<file path="src/logic/analog_power_pkg.sv">
// analog power control: register offsets, word layouts, reset values
// assumes a 32-bit apb with byte addresses; analog macros outside
package analog_power_pkg;

    localparam int addr_width = 8;
    localparam int data_width = 32;
    localparam int event_count = 4;
    localparam int spare_width = 8;

    localparam logic [7:0] charger_offset = 8'h0c;
    localparam logic [7:0] pmu_offset = 8'h10;
    localparam logic [7:0] reserved_offset = 8'h14;
    localparam logic [7:0] selftest_offset = 8'h18;
    localparam logic [7:0] irq_status_offset = 8'h1c;
    localparam logic [7:0] irq_mask_offset = 8'h20;

    localparam logic [2:0] charge_current_reset = 3'h0;
    localparam logic [2:0] charge_low_volt_reset = 3'h4;
    localparam logic [2:0] undervolt_threshold_reset = 3'h0;
    localparam logic [2:0] selftest_sel_reset = 3'h0;
    localparam logic [2:0] selftest_first_reserved = 3'h6;
    localparam logic [3:0] irq_mask_reset = 4'h0;
    localparam logic [31:0] word_zero = 32'h0000_0000;

    // word images, msb first, so the struct fixes every field position
    typedef struct packed {
        logic [20:0] rsv_hi;
        logic [2:0] charge_current_level;
        logic rsv7;
        logic [2:0] charge_low_volt_level;
        logic charge_done;
        logic charge_supply_ok;
        logic charge_path_on;
        logic charger_regulator_on;
    } charger_word_s;

    typedef struct packed {
        logic [23:0] rsv_hi;
        logic overtemp_flag;
        logic undervolt_flag;
        logic temp_sensor_on;
        logic ref_buffer_on;
        logic [2:0] undervolt_threshold;
        logic undervolt_detector_on;
    } pmu_word_s;

    typedef struct packed {
        logic [15:0] rsv_hi;
        logic [7:0] analog_spare_bits;
        logic rsv7;
        logic [2:0] selftest_sel;
        logic [2:0] rsv_lo;
        logic selftest_on;
    } selftest_word_s;

    // event bits, shared by status and mask words
    typedef struct packed {
        logic [27:0] rsv_hi;
        logic undervolt;
        logic overtemp;
        logic supply_ok;
        logic charge_done;
    } irq_word_s;

    typedef struct packed {
        logic charge_done;
        logic charge_supply_ok;
        logic overtemp_flag;
        logic undervolt_flag;
        logic [7:0] analog_spare_bits;
    } analog_status_s;

    typedef struct packed {
        logic [2:0] charge_current_level;
        logic [2:0] charge_low_volt_level;
        logic charge_path_on;
        logic charger_regulator_on;
    } charger_ctrl_s;

    typedef struct packed {
        logic temp_sensor_on;
        logic ref_buffer_on;
        logic [2:0] undervolt_threshold;
        logic undervolt_detector_on;
    } power_mgmt_control_s;

    typedef struct packed {
        logic [2:0] selftest_sel;
        logic selftest_on;
    } selftest_ctrl_s;

endpackage : analog_power_pkg

</file>
<file path="src/logic/analog_power_control_regs.sv">
// analog power control register bank on apb
// assumes apb master on pclk; analog flags asynchronous to pclk
// Operation
// charger word bits 10:8 select charge current, eight steps.
// charger word bits 6:4 select low-voltage level, reset code 100.
// charger bit 3 reads charge-complete from the charger.
// charger bit 2 reads charging-supply-ready.
// charger bit 1 drives charge-path enable, reset 0.
// charger bit 0 drives charger regulator enable, reset 0.
// power word bit 7 reads over-temperature trip.
// power word bit 6 reads low-voltage detector output.
// power word bit 5 enables temperature sensor, reset 0.
// power word bit 4 enables reference buffer, reset 0.
// power word bits 3:1 select under-voltage threshold, reset 000.
// power word bit 0 enables low-voltage detector, reset 0.
// self-test bits 6:4 route one of six nodes; 110, 111 reserved.
// self-test bit 0 enables analog test output, reset 0.
// self-test bits 15:8 read spare analog signals, zero after reset.
// writes to read-only, reserved bits or word 0x14 do nothing.
//
// Chosen here: the APB slave port.
`timescale 1ns/1ps
module analog_power_control_regs (
    input wire logic pclk,
    input wire logic presetn,
    input wire logic psel,
    input wire logic penable,
    input wire logic pwrite,
    input wire logic [analog_power_pkg::addr_width-1:0] paddr,
    input wire logic [analog_power_pkg::data_width-1:0] pwdata,
    output logic [analog_power_pkg::data_width-1:0] prdata,
    output logic pready,
    output logic pslverr,
    input wire analog_power_pkg::analog_status_s analog_in,
    output analog_power_pkg::charger_ctrl_s charger_out,
    output analog_power_pkg::power_mgmt_control_s pmu_out,
    output analog_power_pkg::selftest_ctrl_s selftest_out,
    output logic irq
);

    typedef struct packed {
        analog_power_pkg::charger_ctrl_s charger;
        analog_power_pkg::power_mgmt_control_s pmu;
        analog_power_pkg::selftest_ctrl_s selftest;
        logic [analog_power_pkg::event_count-1:0] irq_mask;
        logic [analog_power_pkg::data_width-1:0] rdata;
        logic slverr;
    } bank_state_s;

    bank_state_s state_reg;
    bank_state_s state_next;

    analog_power_pkg::analog_status_s status_sync;
    logic [analog_power_pkg::event_count-1:0] event_level;
    logic [analog_power_pkg::event_count-1:0] event_clear;
    logic [analog_power_pkg::event_count-1:0] event_bits;

    logic setup_phase;
    logic access_phase;
    logic write_access;

    analog_power_pkg::charger_word_s charger_wr;
    analog_power_pkg::pmu_word_s pmu_wr;
    analog_power_pkg::selftest_word_s selftest_wr;
    analog_power_pkg::irq_word_s irq_wr;

    // address match on the word; low two bits ignored
    function automatic logic reg_hit(
        input logic [analog_power_pkg::addr_width-1:0] addr,
        input logic [7:0] offset
    );
        reg_hit = (addr[analog_power_pkg::addr_width-1:2] == offset[7:2]);
    endfunction : reg_hit

    function automatic logic mapped(
        input logic [analog_power_pkg::addr_width-1:0] addr
    );
        mapped = reg_hit(addr, analog_power_pkg::charger_offset)
            | reg_hit(addr, analog_power_pkg::pmu_offset)
            | reg_hit(addr, analog_power_pkg::reserved_offset)
            | reg_hit(addr, analog_power_pkg::selftest_offset)
            | reg_hit(addr, analog_power_pkg::irq_status_offset)
            | reg_hit(addr, analog_power_pkg::irq_mask_offset);
    endfunction : mapped

    // flags from the analog side cross into pclk here
    input_sync #(
        .width($bits(analog_power_pkg::analog_status_s))
    ) u_status_sync (
        .pclk(pclk),
        .presetn(presetn),
        .async_in(analog_in),
        .sync_out(status_sync)
    );

    assign event_level = {
        status_sync.undervolt_flag,
        status_sync.overtemp_flag,
        status_sync.charge_supply_ok,
        status_sync.charge_done
    };

    event_status u_event_status (
        .pclk(pclk),
        .presetn(presetn),
        .level_in(event_level),
        .clear_in(event_clear),
        .mask_in(state_reg.irq_mask),
        .status_out(event_bits),
        .irq(irq)
    );

    assign setup_phase = psel & ~penable;
    assign access_phase = psel & penable;
    assign write_access = access_phase & pwrite;

    assign charger_wr = analog_power_pkg::charger_word_s'(pwdata);
    assign pmu_wr = analog_power_pkg::pmu_word_s'(pwdata);
    assign selftest_wr = analog_power_pkg::selftest_word_s'(pwdata);
    assign irq_wr = analog_power_pkg::irq_word_s'(pwdata);

    // write-one-to-clear on the status word
    always_comb begin
        event_clear = '0;
        if (write_access
            && reg_hit(paddr, analog_power_pkg::irq_status_offset)) begin
            event_clear = {
                irq_wr.undervolt,
                irq_wr.overtemp,
                irq_wr.supply_ok,
                irq_wr.charge_done
            };
        end
    end

    // read image of the addressed word
    function automatic logic [analog_power_pkg::data_width-1:0] read_word(
        input logic [analog_power_pkg::addr_width-1:0] addr,
        input bank_state_s st,
        input analog_power_pkg::analog_status_s flags,
        input logic [analog_power_pkg::event_count-1:0] events
    );
        analog_power_pkg::charger_word_s cw;
        analog_power_pkg::pmu_word_s pw;
        analog_power_pkg::selftest_word_s sw;
        analog_power_pkg::irq_word_s iw;
        cw = '0;
        pw = '0;
        sw = '0;
        iw = '0;
        cw.charge_current_level = st.charger.charge_current_level;
        cw.charge_low_volt_level = st.charger.charge_low_volt_level;
        cw.charge_done = flags.charge_done;
        cw.charge_supply_ok = flags.charge_supply_ok;
        cw.charge_path_on = st.charger.charge_path_on;
        cw.charger_regulator_on = st.charger.charger_regulator_on;
        pw.overtemp_flag = flags.overtemp_flag;
        pw.undervolt_flag = flags.undervolt_flag;
        pw.temp_sensor_on = st.pmu.temp_sensor_on;
        pw.ref_buffer_on = st.pmu.ref_buffer_on;
        pw.undervolt_threshold = st.pmu.undervolt_threshold;
        pw.undervolt_detector_on = st.pmu.undervolt_detector_on;
        sw.selftest_sel = st.selftest.selftest_sel;
        sw.selftest_on = st.selftest.selftest_on;
        sw.analog_spare_bits = flags.analog_spare_bits;
        read_word = analog_power_pkg::word_zero;
        if (reg_hit(addr, analog_power_pkg::charger_offset)) begin
            read_word = cw;
        end else if (reg_hit(addr, analog_power_pkg::pmu_offset)) begin
            read_word = pw;
        end else if (reg_hit(addr, analog_power_pkg::selftest_offset)) begin
            read_word = sw;
        end else if (reg_hit(addr, analog_power_pkg::irq_status_offset)) begin
            iw.undervolt = events[3];
            iw.overtemp = events[2];
            iw.supply_ok = events[1];
            iw.charge_done = events[0];
            read_word = iw;
        end else if (reg_hit(addr, analog_power_pkg::irq_mask_offset)) begin
            iw.undervolt = st.irq_mask[3];
            iw.overtemp = st.irq_mask[2];
            iw.supply_ok = st.irq_mask[1];
            iw.charge_done = st.irq_mask[0];
            read_word = iw;
        end
    endfunction : read_word

    always_comb begin
        state_next = state_reg;

        // read data and error are caught in the setup cycle so that
        // prdata comes from a flop without adding a wait state
        if (setup_phase) begin
            state_next.slverr = ~mapped(paddr);
            if (pwrite) begin
                state_next.rdata = analog_power_pkg::word_zero;
            end else begin
                state_next.rdata = read_word(paddr, state_reg, status_sync,
                    event_bits);
            end
        end

        // only writable fields are taken; everything else is dropped
        if (write_access) begin
            if (reg_hit(paddr, analog_power_pkg::charger_offset)) begin
                state_next.charger.charge_current_level =
                    charger_wr.charge_current_level;
                state_next.charger.charge_low_volt_level =
                    charger_wr.charge_low_volt_level;
                state_next.charger.charge_path_on =
                    charger_wr.charge_path_on;
                state_next.charger.charger_regulator_on =
                    charger_wr.charger_regulator_on;
            end
            if (reg_hit(paddr, analog_power_pkg::pmu_offset)) begin
                state_next.pmu.temp_sensor_on = pmu_wr.temp_sensor_on;
                state_next.pmu.ref_buffer_on = pmu_wr.ref_buffer_on;
                state_next.pmu.undervolt_threshold =
                    pmu_wr.undervolt_threshold;
                state_next.pmu.undervolt_detector_on =
                    pmu_wr.undervolt_detector_on;
            end
            if (reg_hit(paddr, analog_power_pkg::selftest_offset)) begin
                // reserved routes are refused; the mux keeps a legal node
                if (selftest_wr.selftest_sel
                    < analog_power_pkg::selftest_first_reserved) begin
                    state_next.selftest.selftest_sel =
                        selftest_wr.selftest_sel;
                end
                state_next.selftest.selftest_on =
                    selftest_wr.selftest_on;
            end
            if (reg_hit(paddr, analog_power_pkg::irq_mask_offset)) begin
                state_next.irq_mask = {
                    irq_wr.undervolt,
                    irq_wr.overtemp,
                    irq_wr.supply_ok,
                    irq_wr.charge_done
                };
            end
            // word 0x14 and unmapped words fall through untouched R16
        end
    end

    always_ff @(posedge pclk or negedge presetn) begin
        if (!presetn) begin
            state_reg.charger.charge_current_level <=
                analog_power_pkg::charge_current_reset;
            state_reg.charger.charge_low_volt_level <=
                analog_power_pkg::charge_low_volt_reset;
            state_reg.charger.charge_path_on <= 1'b0;
            state_reg.charger.charger_regulator_on <= 1'b0;
            state_reg.pmu.temp_sensor_on <= 1'b0;
            state_reg.pmu.ref_buffer_on <= 1'b0;
            state_reg.pmu.undervolt_threshold <=
                analog_power_pkg::undervolt_threshold_reset;
            state_reg.pmu.undervolt_detector_on <= 1'b0;
            state_reg.selftest.selftest_sel <=
                analog_power_pkg::selftest_sel_reset;
            state_reg.selftest.selftest_on <= 1'b0;
            state_reg.irq_mask <= analog_power_pkg::irq_mask_reset;
            state_reg.rdata <= analog_power_pkg::word_zero;
            state_reg.slverr <= 1'b0;
        end else begin
            state_reg <= state_next;
        end
    end

    // zero-wait slave: every access phase completes at once
    assign pready = access_phase;
    assign prdata = state_reg.rdata;
    assign pslverr = access_phase & state_reg.slverr;

    assign charger_out = state_reg.charger;
    assign pmu_out = state_reg.pmu;
    assign selftest_out = state_reg.selftest;

endmodule : analog_power_control_regs

</file>
<file path="src/logic/event_status.sv">
// sticky event status with write-one-to-clear and masked interrupt
// assumes event levels already synchronised to pclk
`timescale 1ns/1ps
module event_status (
    input wire logic pclk,
    input wire logic presetn,
    input wire logic [analog_power_pkg::event_count-1:0] level_in,
    input wire logic [analog_power_pkg::event_count-1:0] clear_in,
    input wire logic [analog_power_pkg::event_count-1:0] mask_in,
    output logic [analog_power_pkg::event_count-1:0] status_out,
    output logic irq
);
    typedef struct packed {
        logic [analog_power_pkg::event_count-1:0] prev;
        logic [analog_power_pkg::event_count-1:0] status;
        logic irq;
    } event_state_s;

    event_state_s state_reg;
    event_state_s state_next;

    always_comb begin
        state_next = state_reg;
        state_next.prev = level_in;
        // rising edge sets; set wins over a same-cycle clear
        state_next.status = (state_reg.status & ~clear_in)
            | (level_in & ~state_reg.prev);
        state_next.irq = |(state_next.status & mask_in);
    end

    always_ff @(posedge pclk or negedge presetn) begin
        if (!presetn) begin
            state_reg <= '0;
        end else begin
            state_reg <= state_next;
        end
    end

    assign status_out = state_reg.status;
    assign irq = state_reg.irq;
endmodule : event_status

</file>
<file path="src/logic/input_sync.sv">
// three-stage synchroniser with agreement filter for analog flags
// assumes inputs are asynchronous levels from the analog macros
`timescale 1ns/1ps
module input_sync #(
    parameter int width = 1
) (
    input wire logic pclk,
    input wire logic presetn,
    input wire logic [width-1:0] async_in,
    output logic [width-1:0] sync_out
);
    typedef struct packed {
        logic [width-1:0] s1;
        logic [width-1:0] s2;
        logic [width-1:0] s3;
        logic [width-1:0] q;
    } sync_state_s;

    sync_state_s state_reg;
    sync_state_s state_next;

    always_comb begin
        state_next = state_reg;
        state_next.s1 = async_in;
        state_next.s2 = state_reg.s1;
        state_next.s3 = state_reg.s2;
        // a bit moves only once stages two and three agree
        state_next.q = (~(state_reg.s2 ^ state_reg.s3) & state_reg.s3)
            | ((state_reg.s2 ^ state_reg.s3) & state_reg.q);
    end

    always_ff @(posedge pclk or negedge presetn) begin
        if (!presetn) begin
            state_reg <= '0;
        end else begin
            state_reg <= state_next;
        end
    end

    assign sync_out = state_reg.q;
endmodule : input_sync

</file>
<file path="config.mk">
export PLATFORM = sky130hd
export DESIGN_NAME = analog_power_control_regs
export DESIGN_NICKNAME = d
export VERILOG_FILES = /design/src/logic/analog_power_pkg.sv /design/src/logic/analog_power_control_regs.sv /design/src/logic/event_status.sv /design/src/logic/input_sync.sv
export SDC_FILE = /design/constraint.sdc
export NUM_CORES = 1
export LEC_CHECK = 0
export ABC_AREA = 1
export BUFFER_PORTS_ARGS = -buffer_cell sky130_fd_sc_hd__buf_4
export CELL_PAD_IN_SITES_DETAIL_PLACEMENT = 1
export CELL_PAD_IN_SITES_GLOBAL_PLACEMENT = 1
export CORE_ASPECT_RATIO = 2
export CORE_MARGIN = 10
export CORE_UTILIZATION = 39
export DETAILED_ROUTE_END_ITERATION = 7
export PLACE_DENSITY_LB_ADDON = 0.25
export SLEW_MARGIN = 15
export SYNTH_ARGS = -nofsm -noshare
export SYNTH_HDL_FRONTEND = slang
export SYNTH_HIERARCHICAL = 1
export SYNTH_SLANG_ARGS = --single-unit
export TNS_END_PERCENT = 1
</file>
<file path="constraint.sdc">
create_clock -name pclk -period 1.15 [get_ports pclk]
set_input_delay 0.0575 -clock pclk [delete_from_list [all_inputs] [get_ports pclk]]
set_output_delay 0.0575 -clock pclk [all_outputs]
set_load 0.01 [all_outputs]
</file>
After elaboration in Yosys (flattened, before gate mapping)
Index checks and enable logic that the tools add are counted.
{"block": "op_classes", "shifts": 0, "order_cmp": 1, "n_eq_ne": 6, "n_addsub": 0, "reduce_logical": 7, "div_mod_pow": 0, "multipliers": 0, "mux": 7, "n_bitwise": 22}
{"cell": "2-to-1 mux 16 bit", "n": 4}
{"cell": "bitwise AND 12 bit", "n": 2}
{"cell": "== test 6 x 3 -> 1 bit (second input constant)", "n": 4}
{"cell": "bitwise AND 4 bit", "n": 3}
{"cell": "2-to-1 mux 4 bit", "n": 3}
{"cell": "NOT 12 bit", "n": 1}
{"cell": "bitwise OR 12 bit", "n": 1}
{"cell": "XOR 12 bit", "n": 1}
{"cell": "NOT 4 bit", "n": 2}
{"cell": "AND reduction 2 bit", "n": 4}
{"cell": "== test 6 x 2 -> 1 bit (second input constant)", "n": 1}
{"cell": "== test 6 x 4 -> 1 bit (second input constant)", "n": 1}
{"cell": "bitwise OR 1 bit", "n": 5}
{"cell": "bitwise AND 1 bit", "n": 4}
{"cell": "bitwise OR 4 bit", "n": 1}
{"cell": "OR reduction 4 bit", "n": 1}
{"cell": "< comparator 3 bit (second input constant)", "n": 1}
{"cell": "AND reduction 3 bit", "n": 1}
{"cell": "NOT 1 bit", "n": 2}
{"cell": "logical AND 1 bit", "n": 1}
{"block": "totals", "reg_bits": 112, "latch_bits": 0, "mem_bits_rw": 0, "rom_bits": 0, "wordCells": 63, "memories": 0, "inputBits": 57}

Depth between registers and ports, before layout
{"block": "logic_depth", "depth_word": 9, "ltp_mapped": 13}

Modules after synthesis
The synthesis kept the hierarchy.
{"module": "analog_power_control_regs", "cells_each": 295, "area_per_inst_um2": 2333.5, "instances": 1}
{"module": "input_sync", "cells_each": 108, "area_per_inst_um2": 1486.4, "instances": 1}
{"module": "event_status", "cells_each": 42, "area_per_inst_um2": 371.6, "instances": 1}

Worst setup path after synthesis
OpenSTA, ideal clock, no wires.
{"block": "synth_timing", "path_type": "input-to-reg", "startpoint": "input port paddr[7] (netlist bit)", "endpoint": "register u_event_status.state_reg, in the netlist u_event_status/irq", "path_stages": 12, "slack_ns": -0.016, "n_path_buf": 0, "setup_time_ns": 0.116, "arrival_time_ns": 1.050, "path_cell_list": "nor2_4 -> nand3_1 -> nor2_1 -> nand2_1 -> nor2_1 -> inv_1 -> nand2_1 -> nand2_2 -> nand2_1 -> nand2_1 -> inv_1 -> nand2_1"}
{"element": "from (decl)", "line_no": "analog_power_control_regs.sv:29", "source": "input wire logic [analog_power_pkg::addr_width-1:0] paddr,"}
{"element": "to (signal assigned)", "line_no": "event_status.sv:35", "source": "state_reg <= state_next;"}
{"element": "to (decl)", "line_no": "event_status.sv:19", "source": "event_state_s state_reg;"}

Worst setup path after layout
{"block": "layout_timing", "startpoint": "register state_reg, in the netlist charger_out[4]", "endpoint": "output port charger_out[4] (netlist bit)"}
{"element": "from (decl)", "line_no": "analog_power_control_regs.sv:50", "source": "bank_state_s state_reg;"}
{"element": "from (signal assigned)", "line_no": "analog_power_control_regs.sv:265", "source": "state_reg <= state_next;"}
{"element": "to (decl)", "line_no": "analog_power_control_regs.sv:35", "source": "output analog_power_pkg::charger_ctrl_s charger_out,"}
No word-level cell between the ends.

==> metrics <==
First-pass DRT Iterations 4; filler cell count 1222; EDFF count, synth 0; GRT overflow 0; GPL Wtd Cong 0.833; IO Pins 110; clk_skew 4.72 ps; DP Area 4690 um^2; row count 53; Critical Path Source Type register; Initial Utilization 0.398; first-pass GRT wire length 17.4 mm; Worst Hold Depth 3; clock tree buffer depth 2; vias in the first global route 3473; Worst path slowest cell dfstp_2; initial antenna violation count 0; YS warnings 6; clk_lat worst skew 340 ps; final setup violation count 0; worst setup path start charger_out[4]; slowest stage delay, CP 540 ps; Critical Path Sink charger_out[4]; Setup WS pre-CTS -191 ps; RR Startpoint state_reg[33]; Die Y 167 um; fraction of layout cells with a size suffix above 1 0.278; CP cell instances buf_4; asr flop ratio synth 1.00; Worst Path Required 1090 ps; nets@finish 577; fmax 940 MHz; CTS Buf Count 9; flop2flop setup slack 120 ps; top_reg_cell synth dfrtp_1; DR vias 3009; Worst-path clk slew 60 ps; Max-Cap Viols 0; ANT nets after route 0; Layout area overhead 23.5%; H-tree lvl count 3; Design Area, Final 5180 um^2; min Tclk post-route 1060 ps; Antenna Diode Count 0; Reg2Reg Depth 6; setup ws final 86.6 ps; Tcrit/Tclk final 0.925; Crit path buffers/inverters 1; die area 15500 um^2; status finished, final reports clean; PwrDens 1450 nW/um^2; critical path depth 1; Max Fanout on Critical Path 3; area of the multi-input gates 1100 um^2; hpwl dp 8.15 mm; Worst Hold Class in2reg; core area 10500 um^2; PortBufs 69; # clock sinks 96; CTS tree yes; post-synthesis register bit count 96; syn avg cell area 9.42 um^2; via/cell ratio 4.55; register area 2400 um^2; Mapped Cells 445; Fin. Hold Viols 0; kind of critical path reg2out; Synth area leaders dfrtp_1 (57%), buf_4 (12%), nand2_1 (7.4%); reg2reg end prdata[0]; Root Buffer clkbuf_16; RSZ-0062 raised after global routing no; Top delay family on crit path flip-flops; wire per inst 15.7 um; crit path DAT 1010 ps; max-slew violations 0; GRT Total Usage 0.143; cell taking the most area after synthesis dfrtp_1; drt first-iter violations 92; largest net degree at the start of global routing 36; Seq/Total Area, Yosys 0.573; Lkg Pwr 0.00264 uW; post-synth top area share 0.567; Setup Buffers After CTS 0; mapped cell area 4190 um^2; Post-route DRC 0; wirelength, routed 10.4 mm; Yosys cell types 27; Chip Width 93.3 um; peak supply drop 0.00118 V; CP endpoint kind output port
## cell type report
type,instances,area share
timing repair buffer,122,0.188
inverter,55,0.0399
clock inverter,7,0.0184
multi-input combinational,236,0.213
sequential,96,0.464
clock buffer,9,0.0435
tap,137,0.0331
## per-layer routing
metal	wire, um	vias to the layer above	track usage	part of all wire
met5	0	-	0	0
met4	295	0	0.0655	0.028
met2	5680	78	0.255	0.55
met3	600	18	0.0441	0.058
met1	3830	1460	0.144	0.37
li1	-	1453	-	-
## cells in the final DEF (no fill, tap or decap), types with 9 or more instances in the layout
master	netlist	routed
buf_4	67	104
a21oi_1	17	17
nand4_1	9	9
clkbuf_16	0	9
nor2_1	41	40
inv_1	53	53
dlygate4sd3_1	0	17
conb_1	1	16
o21ai_1	28	28
nand2_1	83	83
dfrtp_1	95	95
## report_power, final
part	switching [uW]	total (uW)	internal (uW)
registers	113	3670	3550
logic	375	689	314
clock network	1250	3160	1910
## stage by stage
stage | hold slack, ps | cells | util | total power, uW | setup TNS (ps)
after CTS | 30.7 | 662 | 0.491 | 7640 | 0
after global placement | -19.5 | 629 | 0.444 | 4350 | -1910
after floorplan | -238 | 460 | - | 4110 | 0
after global routing | 41.1 | 662 | 0.491 | 7890 | 0
after detailed placement | -12.6 | 629 | 0.444 | 4380 | -2930
final | 33.9 | 662 | 0.491 | 7510 | 0
## synth_stat cells, types with 2 or more instances
master	n
dfrtp_1	95
nand2_1	83
buf_4	67
inv_1	53
nor2_1	41
o21ai_1	28
a21oi_1	17
nand4_1	9
nand2_2	8
nand3_1	8
o21ai_0	7
o21ai_2	6
buf_2	3
clkbuf_1	2
inv_2	2
nand3_4	2
nor2_2	2
nor2_4	2
nor3_1	2
## logic make-up after synthesis
group | Yosys count | synth area share
buf+inv | 128 | 0.177
other cells | 1 | 0.000895
flops | 96 | 0.573
compound gates | 60 | 0.0779
simple gates | 160 | 0.170
## how the worst min path moves through the flow
| stage | start | to |
|---|---|---|
| 2_1_floorplan | presetn | charger_out[0] |
| 3_5_place_dp | presetn | u_status_sync/state_next[34] |
| 6_report | pwdata[4] | pmu_out[4] |
| 3_3_place_gp | presetn | u_status_sync/state_next[34] |
| 4_1_cts | pwdata[4] | pmu_out[4] |
| 5_1_grt | pwdata[2] | pmu_out[2] |
## repair_timing
item	in CTS	in global routing
hold endpoints to repair	111	0
hold buffers	17	0
gates resized for setup	0	0
Note: power is estimated with default switching activity, not from simulation.
